### src/inc/audio_front_regs.vh
// Constants of the audio input clock and reset front end
`ifndef AUDIO_FRONT_REGS_VH
`define AUDIO_FRONT_REGS_VH
// ----------------------------------------
// Initialization and detection counts
// ----------------------------------------
`define AF_INIT_CYCLES 11'h400
`define AF_SILENCE_PERIODS 11'h400
`define AF_DRIFT_BCK 11'h006
`define AF_RATIO_TOL 11'h002
`define AF_PERIOD_MAX 11'h7ff
// ----------------------------------------
// Clock ratios in system clocks per frame, and their ratio codes
// ----------------------------------------
`define AF_R128 11'h080
`define AF_R192 11'h0c0
`define AF_R256 11'h100
`define AF_R384 11'h180
`define AF_R512 11'h200
`define AF_R768 11'h300
`define AF_RC_128 3'h0
`define AF_RC_192 3'h1
`define AF_RC_256 3'h2
`define AF_RC_384 3'h3
`define AF_RC_512 3'h4
`define AF_RC_768 3'h5
`define AF_RC_NONE 3'h7
// ----------------------------------------
// Serial word layout and formats
// ----------------------------------------
`define AF_WORD_LAST 6'h17
`define AF_FMT_RJ 2'h0
`define AF_FMT_I2S 2'h1
`define AF_FMT_LJ 2'h2
`define AF_BPZ 24'h000000
`endif

### src/rtl/silence_detect.v
// Per-channel run length detector of all-low words
`include "audio_front_regs.vh"
module silence_detect (
  input wire clk,
  input wire rst,
  input wire clear,
  input wire bitStrobe,
  input wire dataBit,
  input wire periodEnd,
  output reg flag
);
  reg sawOne;
  reg [10:0] runCount;
  wire oneNow;
  assign oneNow = bitStrobe & dataBit;
  // ----------------------------------------
  // Count whole periods of low data
  // ----------------------------------------
  always @(posedge clk or posedge rst) begin
    if (rst) begin
      sawOne <= 1'b0;
      runCount <= 11'h000;
      flag <= 1'b0;
    end else if (clear) begin
      sawOne <= 1'b0;
      runCount <= 11'h000;
      flag <= 1'b0;
    end else if (periodEnd) begin
      sawOne <= oneNow;
      if (sawOne | oneNow) begin
        runCount <= 11'h000;
        flag <= 1'b0;
      end else if (runCount != `AF_SILENCE_PERIODS) begin
        runCount <= runCount + 11'h001;
        flag <= (runCount == `AF_SILENCE_PERIODS - 11'h001);
      end
    end else if (oneNow) begin
      sawOne <= 1'b1;
    end
  end
endmodule

### src/rtl/audio_input_clock_reset_front.v
// Clock ratio detection, reset sequencing and serial audio input
// Contract
// Ratio detected automatically, no setting
// Source avoids 512/768 ratios at 192 kHz
// 128x modulator needs clock above 256x
// Power-up: 1024 cycles then default state
// Reset pin held low at least 20 ns
// Reset pin release: 1024 cycles initialization
// Data sampled on bit clock rising edge
// Word select frames left and right words
// Word select frequency-locked to system clock
// Drift over 6 bit clocks: reinit, mute
// Readback open-drain in I2C, else push-pull
// Host avoids unsupported fast-mode clock ratios
// Select low means SPI, high I2C
// Silence flag after 1024 low periods
// Sender sends two's-complement, MSB first
// Ratio found by counting clocks per frame
`include "audio_front_regs.vh"
module audio_input_clock_reset_front (
  input wire ref_clk,
  input wire sys_rst,
  input wire resetPinN,
  input wire serialBitClock,
  input wire wordSelectClock,
  input wire serialData,
  input wire controlPortSelect,
  input wire [1:0] formatSelect,
  input wire readbackBit,
  output reg controlReadbackOut,
  output reg controlReadbackOe,
  output reg i2cMode,
  output reg initDone,
  output reg [2:0] ratioCode,
  output reg ratioLocked,
  output reg muteOut,
  output reg [23:0] leftSample,
  output reg [23:0] rightSample,
  output reg sampleValid,
  output wire leftSilenceFlag,
  output wire rightSilenceFlag
);
  // ----------------------------------------
  // Functions
  // ----------------------------------------
  function near;
    input [10:0] p;
    input [10:0] r;
    begin
      near = (p + `AF_RATIO_TOL >= r) && (p <= r + `AF_RATIO_TOL);
    end
  endfunction

  function [2:0] matchRatio;
    input [10:0] p;
    begin
      matchRatio = `AF_RC_NONE;
      if (near(p, `AF_R128)) matchRatio = `AF_RC_128;
      if (near(p, `AF_R192)) matchRatio = `AF_RC_192;
      if (near(p, `AF_R256)) matchRatio = `AF_RC_256;
      if (near(p, `AF_R384)) matchRatio = `AF_RC_384;
      if (near(p, `AF_R512)) matchRatio = `AF_RC_512;
      if (near(p, `AF_R768)) matchRatio = `AF_RC_768;
    end
  endfunction

  function [10:0] ratioCount;
    input [2:0] c;
    begin
      case (c)
        `AF_RC_128: ratioCount = `AF_R128;
        `AF_RC_192: ratioCount = `AF_R192;
        `AF_RC_256: ratioCount = `AF_R256;
        `AF_RC_384: ratioCount = `AF_R384;
        `AF_RC_512: ratioCount = `AF_R512;
        default: ratioCount = `AF_R768;
      endcase
    end
  endfunction

  // ----------------------------------------
  // Pin synchronisers
  // ----------------------------------------
  wire [4:0] pinIn;
  reg [4:0] syncA;
  reg [4:0] syncB;
  reg [4:0] syncC;
  reg [4:0] level;
  reg [4:0] levelQ;
  assign pinIn = {controlPortSelect, resetPinN, serialData, wordSelectClock, serialBitClock};
  genvar g;
  generate
    for (g = 0; g < 5; g = g + 1) begin : pinSync
      always @(posedge ref_clk or posedge sys_rst) begin
        if (sys_rst) begin
          syncA[g] <= 1'b0;
          syncB[g] <= 1'b0;
          syncC[g] <= 1'b0;
          level[g] <= 1'b0;
          levelQ[g] <= 1'b0;
        end else begin
          syncA[g] <= pinIn[g];
          syncB[g] <= syncA[g];
          syncC[g] <= syncB[g];
          if (syncB[g] == syncC[g]) begin
            level[g] <= syncC[g];
          end
          levelQ[g] <= level[g];
        end
      end
    end
  endgenerate
  wire bckRise;
  wire wsLevel;
  wire wsEdge;
  wire wsRise;
  wire dataLevel;
  wire rstPinHigh;
  assign bckRise = level[0] & ~levelQ[0];
  assign wsLevel = level[1];
  assign wsEdge = level[1] ^ levelQ[1];
  assign wsRise = level[1] & ~levelQ[1];
  assign dataLevel = level[2];
  assign rstPinHigh = level[3];

  // ----------------------------------------
  // Initialization sequence
  // ----------------------------------------
  reg [10:0] initCount;
  always @(posedge ref_clk or posedge sys_rst) begin
    if (sys_rst) begin
      initCount <= 11'h000;
      initDone <= 1'b0;
    end else if (!rstPinHigh) begin
      initCount <= 11'h000;
      initDone <= 1'b0;
    end else if (initCount != `AF_INIT_CYCLES) begin
      initCount <= initCount + 11'h001;
      initDone <= (initCount == `AF_INIT_CYCLES - 11'h001);
    end
  end

  // ----------------------------------------
  // Control port select and readback pin
  // ----------------------------------------
  always @(posedge ref_clk or posedge sys_rst) begin
    if (sys_rst) begin
      i2cMode <= 1'b0;
      controlReadbackOut <= 1'b0;
      controlReadbackOe <= 1'b0;
    end else begin
      i2cMode <= level[4];
      controlReadbackOut <= level[4] ? 1'b0 : readbackBit;
      controlReadbackOe <= level[4] ? ~readbackBit : 1'b1;
    end
  end

  // ----------------------------------------
  // Ratio detection and lock supervision
  // ----------------------------------------
  reg [10:0] sysCount;
  reg [10:0] phaseCount;
  reg [7:0] bckCount;
  reg [7:0] bckPeriod;
  reg [2:0] prevCode;
  wire [10:0] periodNow;
  wire [2:0] curCode;
  wire [10:0] nominal;
  wire [10:0] phaseDev;
  wire [10:0] driftLimit;
  wire driftLost;
  wire timeoutLost;
  assign periodNow = sysCount + 11'h001;
  assign curCode = matchRatio(periodNow);
  assign nominal = ratioCount(ratioCode);
  assign phaseDev = (phaseCount < {1'b0, nominal[10:1]}) ? phaseCount : nominal - phaseCount;
  assign driftLimit = {3'h0, bckPeriod} * `AF_DRIFT_BCK;
  assign driftLost = ratioLocked && wsRise && (phaseDev > driftLimit);
  assign timeoutLost = ratioLocked && (sysCount > nominal + driftLimit);

  always @(posedge ref_clk or posedge sys_rst) begin
    if (sys_rst) begin
      sysCount <= 11'h000;
      phaseCount <= 11'h000;
      bckCount <= 8'h00;
      bckPeriod <= 8'h00;
      prevCode <= `AF_RC_NONE;
      ratioCode <= `AF_RC_NONE;
      ratioLocked <= 1'b0;
      muteOut <= 1'b1;
    end else if (!initDone) begin
      sysCount <= 11'h000;
      phaseCount <= 11'h000;
      bckCount <= 8'h00;
      bckPeriod <= 8'h00;
      prevCode <= `AF_RC_NONE;
      ratioCode <= `AF_RC_NONE;
      ratioLocked <= 1'b0;
      muteOut <= 1'b1;
    end else begin
      if (bckRise) begin
        bckCount <= 8'h01;
        bckPeriod <= bckCount;
      end else if (bckCount != 8'hff) begin
        bckCount <= bckCount + 8'h01;
      end
      if (wsRise) begin
        sysCount <= 11'h000;
      end else if (sysCount != `AF_PERIOD_MAX) begin
        sysCount <= periodNow;
      end
      if (phaseCount == nominal - 11'h001) begin
        phaseCount <= 11'h000;
      end else begin
        phaseCount <= phaseCount + 11'h001;
      end
      if (driftLost || timeoutLost) begin
        ratioLocked <= 1'b0;
        prevCode <= `AF_RC_NONE;
        muteOut <= 1'b1;
      end else if (wsRise && !ratioLocked) begin
        prevCode <= curCode;
        if (curCode != `AF_RC_NONE && curCode == prevCode) begin
          ratioLocked <= 1'b1;
          ratioCode <= curCode;
          phaseCount <= 11'h001;
          muteOut <= 1'b0;
        end
      end
    end
  end

  // ----------------------------------------
  // Serial word capture
  // ----------------------------------------
  reg [23:0] shiftReg;
  reg [5:0] bitCount;
  wire [5:0] curIdx;
  wire [5:0] lastIdx;
  wire leftLevel;
  wire [23:0] fullWord;
  wire rjDone;
  wire alignedDone;
  wire wordDone;
  wire wordIsLeft;
  wire [23:0] doneWord;
  assign curIdx = wsEdge ? 6'h00 : bitCount;
  assign lastIdx = (formatSelect == `AF_FMT_I2S) ? `AF_WORD_LAST + 6'h01 : `AF_WORD_LAST;
  assign leftLevel = (formatSelect != `AF_FMT_I2S);
  assign fullWord = {shiftReg[22:0], dataLevel};
  assign rjDone = (formatSelect == `AF_FMT_RJ) && wsEdge;
  assign alignedDone = (formatSelect != `AF_FMT_RJ) && bckRise && (curIdx == lastIdx);
  assign wordDone = rjDone | alignedDone;
  assign wordIsLeft = rjDone ? (levelQ[1] == leftLevel) : (wsLevel == leftLevel);
  assign doneWord = rjDone ? shiftReg : fullWord;

  always @(posedge ref_clk or posedge sys_rst) begin
    if (sys_rst) begin
      shiftReg <= 24'h000000;
      bitCount <= 6'h00;
      leftSample <= `AF_BPZ;
      rightSample <= `AF_BPZ;
      sampleValid <= 1'b0;
    end else if (!initDone || muteOut) begin
      shiftReg <= 24'h000000;
      bitCount <= 6'h00;
      leftSample <= `AF_BPZ;
      rightSample <= `AF_BPZ;
      sampleValid <= 1'b0;
    end else begin
      if (bckRise) begin
        shiftReg <= fullWord;
      end
      if (wsEdge) begin
        bitCount <= bckRise ? 6'h01 : 6'h00;
      end else if (bckRise && bitCount != 6'h3f) begin
        bitCount <= bitCount + 6'h01;
      end
      sampleValid <= wordDone && !wordIsLeft;
      if (wordDone && wordIsLeft) begin
        leftSample <= doneWord;
      end
      if (wordDone && !wordIsLeft) begin
        rightSample <= doneWord;
      end
    end
  end

  // ----------------------------------------
  // Silence flags
  // ----------------------------------------
  wire [1:0] silence;
  wire chanClear;
  assign chanClear = !initDone;
  generate
    for (g = 0; g < 2; g = g + 1) begin : chanSilence
      silence_detect u_silence (
        .clk(ref_clk),
        .rst(sys_rst),
        .clear(chanClear),
        .bitStrobe(bckRise && ((wsLevel == leftLevel) ^ (g == 1))),
        .dataBit(dataLevel),
        .periodEnd(wsRise),
        .flag(silence[g])
      );
    end
  endgenerate
  assign leftSilenceFlag = silence[0];
  assign rightSilenceFlag = silence[1];
endmodule

### config.mk
export PLATFORM = sky130hd
export DESIGN_NAME = audio_input_clock_reset_front
export DESIGN_NICKNAME = d
export VERILOG_FILES = /design/src/rtl/silence_detect.v /design/src/rtl/audio_input_clock_reset_front.v
export VERILOG_INCLUDE_DIRS = /design/src /design/src/inc
export SDC_FILE = /design/constraint.sdc
export NUM_CORES = 1
export LEC_CHECK = 0
export BUFFER_PORTS_ARGS = -buffer_cell sky130_fd_sc_hd__buf_4
export CORE_MARGIN = 3
export CORE_UTILIZATION = 40
export CTS_BUF_LIST = sky130_fd_sc_hd__clkbuf_8 sky130_fd_sc_hd__clkbuf_16
export DETAILED_ROUTE_END_ITERATION = 16
export PLACE_DENSITY_LB_ADDON = 0.2
export SYNTH_ARGS = -nofsm -noshare
export SYNTH_HDL_FRONTEND = slang
export SYNTH_SLANG_ARGS = --single-unit
### constraint.sdc
create_clock -name ref_clk -period 9.2 [get_ports ref_clk]
set_input_delay 0.92 -clock ref_clk [delete_from_list [all_inputs] [get_ports ref_clk]]
set_output_delay 0.92 -clock ref_clk [all_outputs]
set_load 0.01 [all_outputs]
==> flow_metrics.tcl <==
set metrics [dict create \
    status "finished clean" \
    whs_path_depth 0 \
    netlist_area_sq_mm 0.0103 \
    postCtsHoldBufs 0 \
    syn_nets 1164 \
    post_cts_resized 0 \
    p_sw_share_pct 26.6 \
    drc 0 \
    core_area_sq_mm 0.0253 \
    drtIter0Drc 482 \
    combPwrFrac_pct 4.6 \
    grt_max_degree 111 \
    cts_setup_buffers 0 \
    holdCritPathClass "reg2reg" \
    crit_slowest_cell "dfstp_2" \
    internal_power_mw 1.23 \
    ir_drop_mv 0.0920 \
    ys_seq_area_share_pct 45.6 \
    clockPowerShare_pct 45.2 \
    async_flop_share_pct 100 \
    cp_top_family "compound AO/OA/AOI/OAI gates" \
    synth-main-ff-cell "dfrtp_1" \
    num_rows 58 \
    ys.warnings.count 0 \
    tightest_slew_ns 1.06 \
    cts_buffer_depth 2 \
    crit_fanout 13 \
    worstSkewPairLatency_ns 0.44 \
    critical_path_arrival_ns 4.63 \
    diodes 0 \
    numCtsBuffers 17 \
    cp_slowest_stage_delay_ns 0.58 \
    vias 7875 \
    top_layer_used "met4" \
    final_layout_size_suffix_gt1_share_pct 12.7 \
    p_leak_nw 5.09 \
    cts.htree.levels 4 \
    die_area_sq_mm 0.0278 \
    fin_util_pct 46.3 \
    yosysUniqueCellTypes 77 \
    first_pass_iters 5 \
    nNetsFinal 1202 \
    fillCellCount 2434 \
    finalPower_mw 1.68 \
    postRouteAntennaNets 0 \
    start_util_pct 40.8 \
    die_h_um 167 \
    cp.required_ns 9.54 \
    via_per_inst 5.34 \
    grt_pass1_vias 7560 \
    worst-path-buf-inv 2 \
    syn_to_final_growth_pct 13.5 \
    netlist_instances 1095 \
    dpl.hpwl_um 15100 \
    timing.setup.tns_ns 0 \
    wl_met1_um 10800 \
    multi_input_area_sq_mm 0.00523 \
    wl_um 22200 \
    max_freq_mhz 233 \
    grt-ovfl-total 0 \
    grt_pass1_wl_um 38300 \
    cts.sinks 188 \
    avgSynthCellArea_sq_um 9.44 \
    routedWlPerCell_um 15.0 \
    path_cells "inv_1 -> a21o_1 -> ha_1 -> a21boi_0 -> o21ai_0 -> nand2b_1 -> a2111oi_2 -> buf_4 -> nor2_1 -> xor2_1 -> ha_1 -> nor2b_1 -> o21a_1 -> o21a_1 -> o211ai_1 -> a21oi_1 -> nor4_1 -> o211ai_1 -> o221ai_1 -> nand2_1" \
    cts_tree "built" \
    worst-r2r-cell-count 20 \
    rsz0062_at_grt "false" \
    crit_path_start_kind "flop" \
    path_depth 20 \
    drv_cap 0 \
    relSlewSlack_pct 29.2 \
    period_minus_slack_ns 4.29 \
    cts.reportedPaths.clkPinSlew_ns 0.08 \
    io_pins 70 \
    powerDensity_mw_per_mm2 143 \
    seqCellArea_sq_mm 0.00471 \
    switchingPower_uw 447 \
    hold_violations 0 \
    synth-seq-cells 188 \
    fin_crit_sh_pct 46.6 \
    slew_viol_final 0 \
    routabilityCongestion 0.838 \
    end_kind "flop" \
    critPathKind "reg2reg" \
    antenna_found_initial 0 \
    fin_skew_ns 0.0160 \
    route.met2.wl_um 10500 \
    synth-edff-count 0 \
    portBuffers 69 \
    die_w_um 167 \
    final-setup-viol-count 0 \
    grt_use_total_pct 16.3 \
    cts-root-buf "clkbuf_16" \
    wl_met3_um 683 \
    seqPwrFrac_pct 50.2 \
]
path summary, 6_finish.rpt:
kind / from / to / slack [ns]
max in group asynchronous: sys_rst / chanSilence[1].u_silence.sawOne$_DFFE_PP0P_ / 7.06
min in group asynchronous: sys_rst / chanSilence[0].u_silence.runCount[10]$_DFFE_PP0P_ / 0.59
worst min-delay path: syncA[1]$_DFF_PP0_ / syncB[1]$_DFF_PP0_ / 0.35
worst max register to register: ratioCode[0]$_DFFE_PP1P_ / prevCode[2]$_DFFE_PP1P_ / 4.91
worst max-delay path: ratioCode[0]$_DFFE_PP1P_ / prevCode[2]$_DFFE_PP1P_ / 4.91
worst min register to register: syncA[1]$_DFF_PP0_ / syncB[1]$_DFF_PP0_ / 0.35
sequential cells by signal, indices dropped and copies added, names as in the netlist, 5 cells and up:
name	cells
syncB	5
syncC	5
rightSample	24
sysCount	11
phaseCount	11
chanSilence.u_silence.runCount	22
bckCount	8
leftSample	24
bitCount	6
bckPeriod	8
initCount	11
syncA	5
shiftReg	24
stage by stage:
stage          std cells  setup WS, ns  instance area, sq um  hold slack [ns]
2_1_floorplan       1095          3.18                 10300            0.331
3_3_place_gp        1444          5.02                 11100            0.331
3_5_place_dp        1444          4.94                 11100            0.335
4_1_cts             1476          4.92                 11700            0.354
5_1_grt             1476          4.51                 11700            0.360
6_report            1476          4.91                 11700            0.351
cells in the mapped netlist, drive strengths merged (13+ instances only):
| library cell | instances | area share (%) |
|---|---|---|
| ha | 57 | 6.9 |
| inv | 43 | 1.6 |
| dfrtp | 181 | 44 |
| a211oi | 56 | 4.1 |
| nand2 | 111 | 4.0 |
| nand4 | 16 | 1.0 |
| nor2 | 115 | 4.2 |
| xor2 | 23 | 1.9 |
| xnor2 | 32 | 2.7 |
| and3 | 20 | 1.3 |
| and2 | 15 | 0.91 |
| o21ai | 56 | 2.7 |
| a21oi | 78 | 3.8 |
| buf | 13 | 0.80 |
| mux2i | 28 | 2.7 |
| clkbuf | 46 | 1.7 |
| nor3 | 25 | 1.5 |
| nand3 | 33 | 1.6 |
| nand2b | 13 | 0.79 |
power by group through the flow:
| stage | logic, mW | registers, mW | clock network, mW |
|---|---|---|---|
| 2_1_floorplan | 0.0568 | 0.857 | 0 |
| 4_1_cts | 0.0804 | 0.843 | 0.784 |
| 6_report | 0.0776 | 0.843 | 0.758 |
| 3_3_place_gp | 0.0798 | 0.859 | 0 |
| 5_1_grt | 0.0884 | 0.844 | 0.815 |
| 3_5_place_dp | 0.0803 | 0.859 | 0 |
final cells by class:
cell class,count,area share (%)
well taps,330,3.52
repair buffers,78,4.99
flip-flops and latches,188,40.2
clock inverters,15,1.63
clock buffers,17,3.63
multi-input cells,804,44.6
inverters,44,1.47
layout by cell type, fill, tap and decap left out, types with 4 or more instances in the layout:
| master | instances |
|---|---|
| a211oi_1 | 55 |
| a21o_1 | 5 |
| a21oi_1 | 78 |
| a31oi_1 | 12 |
| and2_1 | 15 |
| and3_1 | 19 |
| buf_4 | 78 |
| clkbuf_16 | 17 |
| clkinv_8 | 5 |
| dfrtp_1 | 181 |
| dfstp_2 | 7 |
| ha_1 | 57 |
| inv_1 | 42 |
| inv_8 | 4 |
| maj3_1 | 5 |
| mux2i_1 | 28 |
| nand2_1 | 111 |
| nand2b_1 | 11 |
| nand3_1 | 32 |
| nand4_1 | 15 |
| nand4b_1 | 4 |
| nor2_1 | 115 |
| nor2b_1 | 9 |
| nor3_1 | 21 |
| nor4_1 | 7 |
| o211ai_1 | 4 |
| o21a_1 | 6 |
| o21ai_0 | 52 |
| o21bai_1 | 6 |
| o31ai_1 | 7 |
| or3_1 | 7 |
| xnor2_1 | 32 |
| xor2_1 | 23 |
metal layers:
metal | GRT usage, % | vias to the layer above
li1 | - | 3948
met1 | 23.2 | 3798
met2 | 26.1 | 113
met3 | 3.13 | 16
met4 | 3.66 | 0
met5 | 0 | -
cells by family after synthesis:
kind of cell    synth area share (%)
compound gates                  15.9
xor+xnor                        4.66
fa+ha+maj                       7.77
buf+inv                         4.08
flops                           45.6
mux                             3.04
simple gates                    19.0
(Power assumes the default switching activity.)
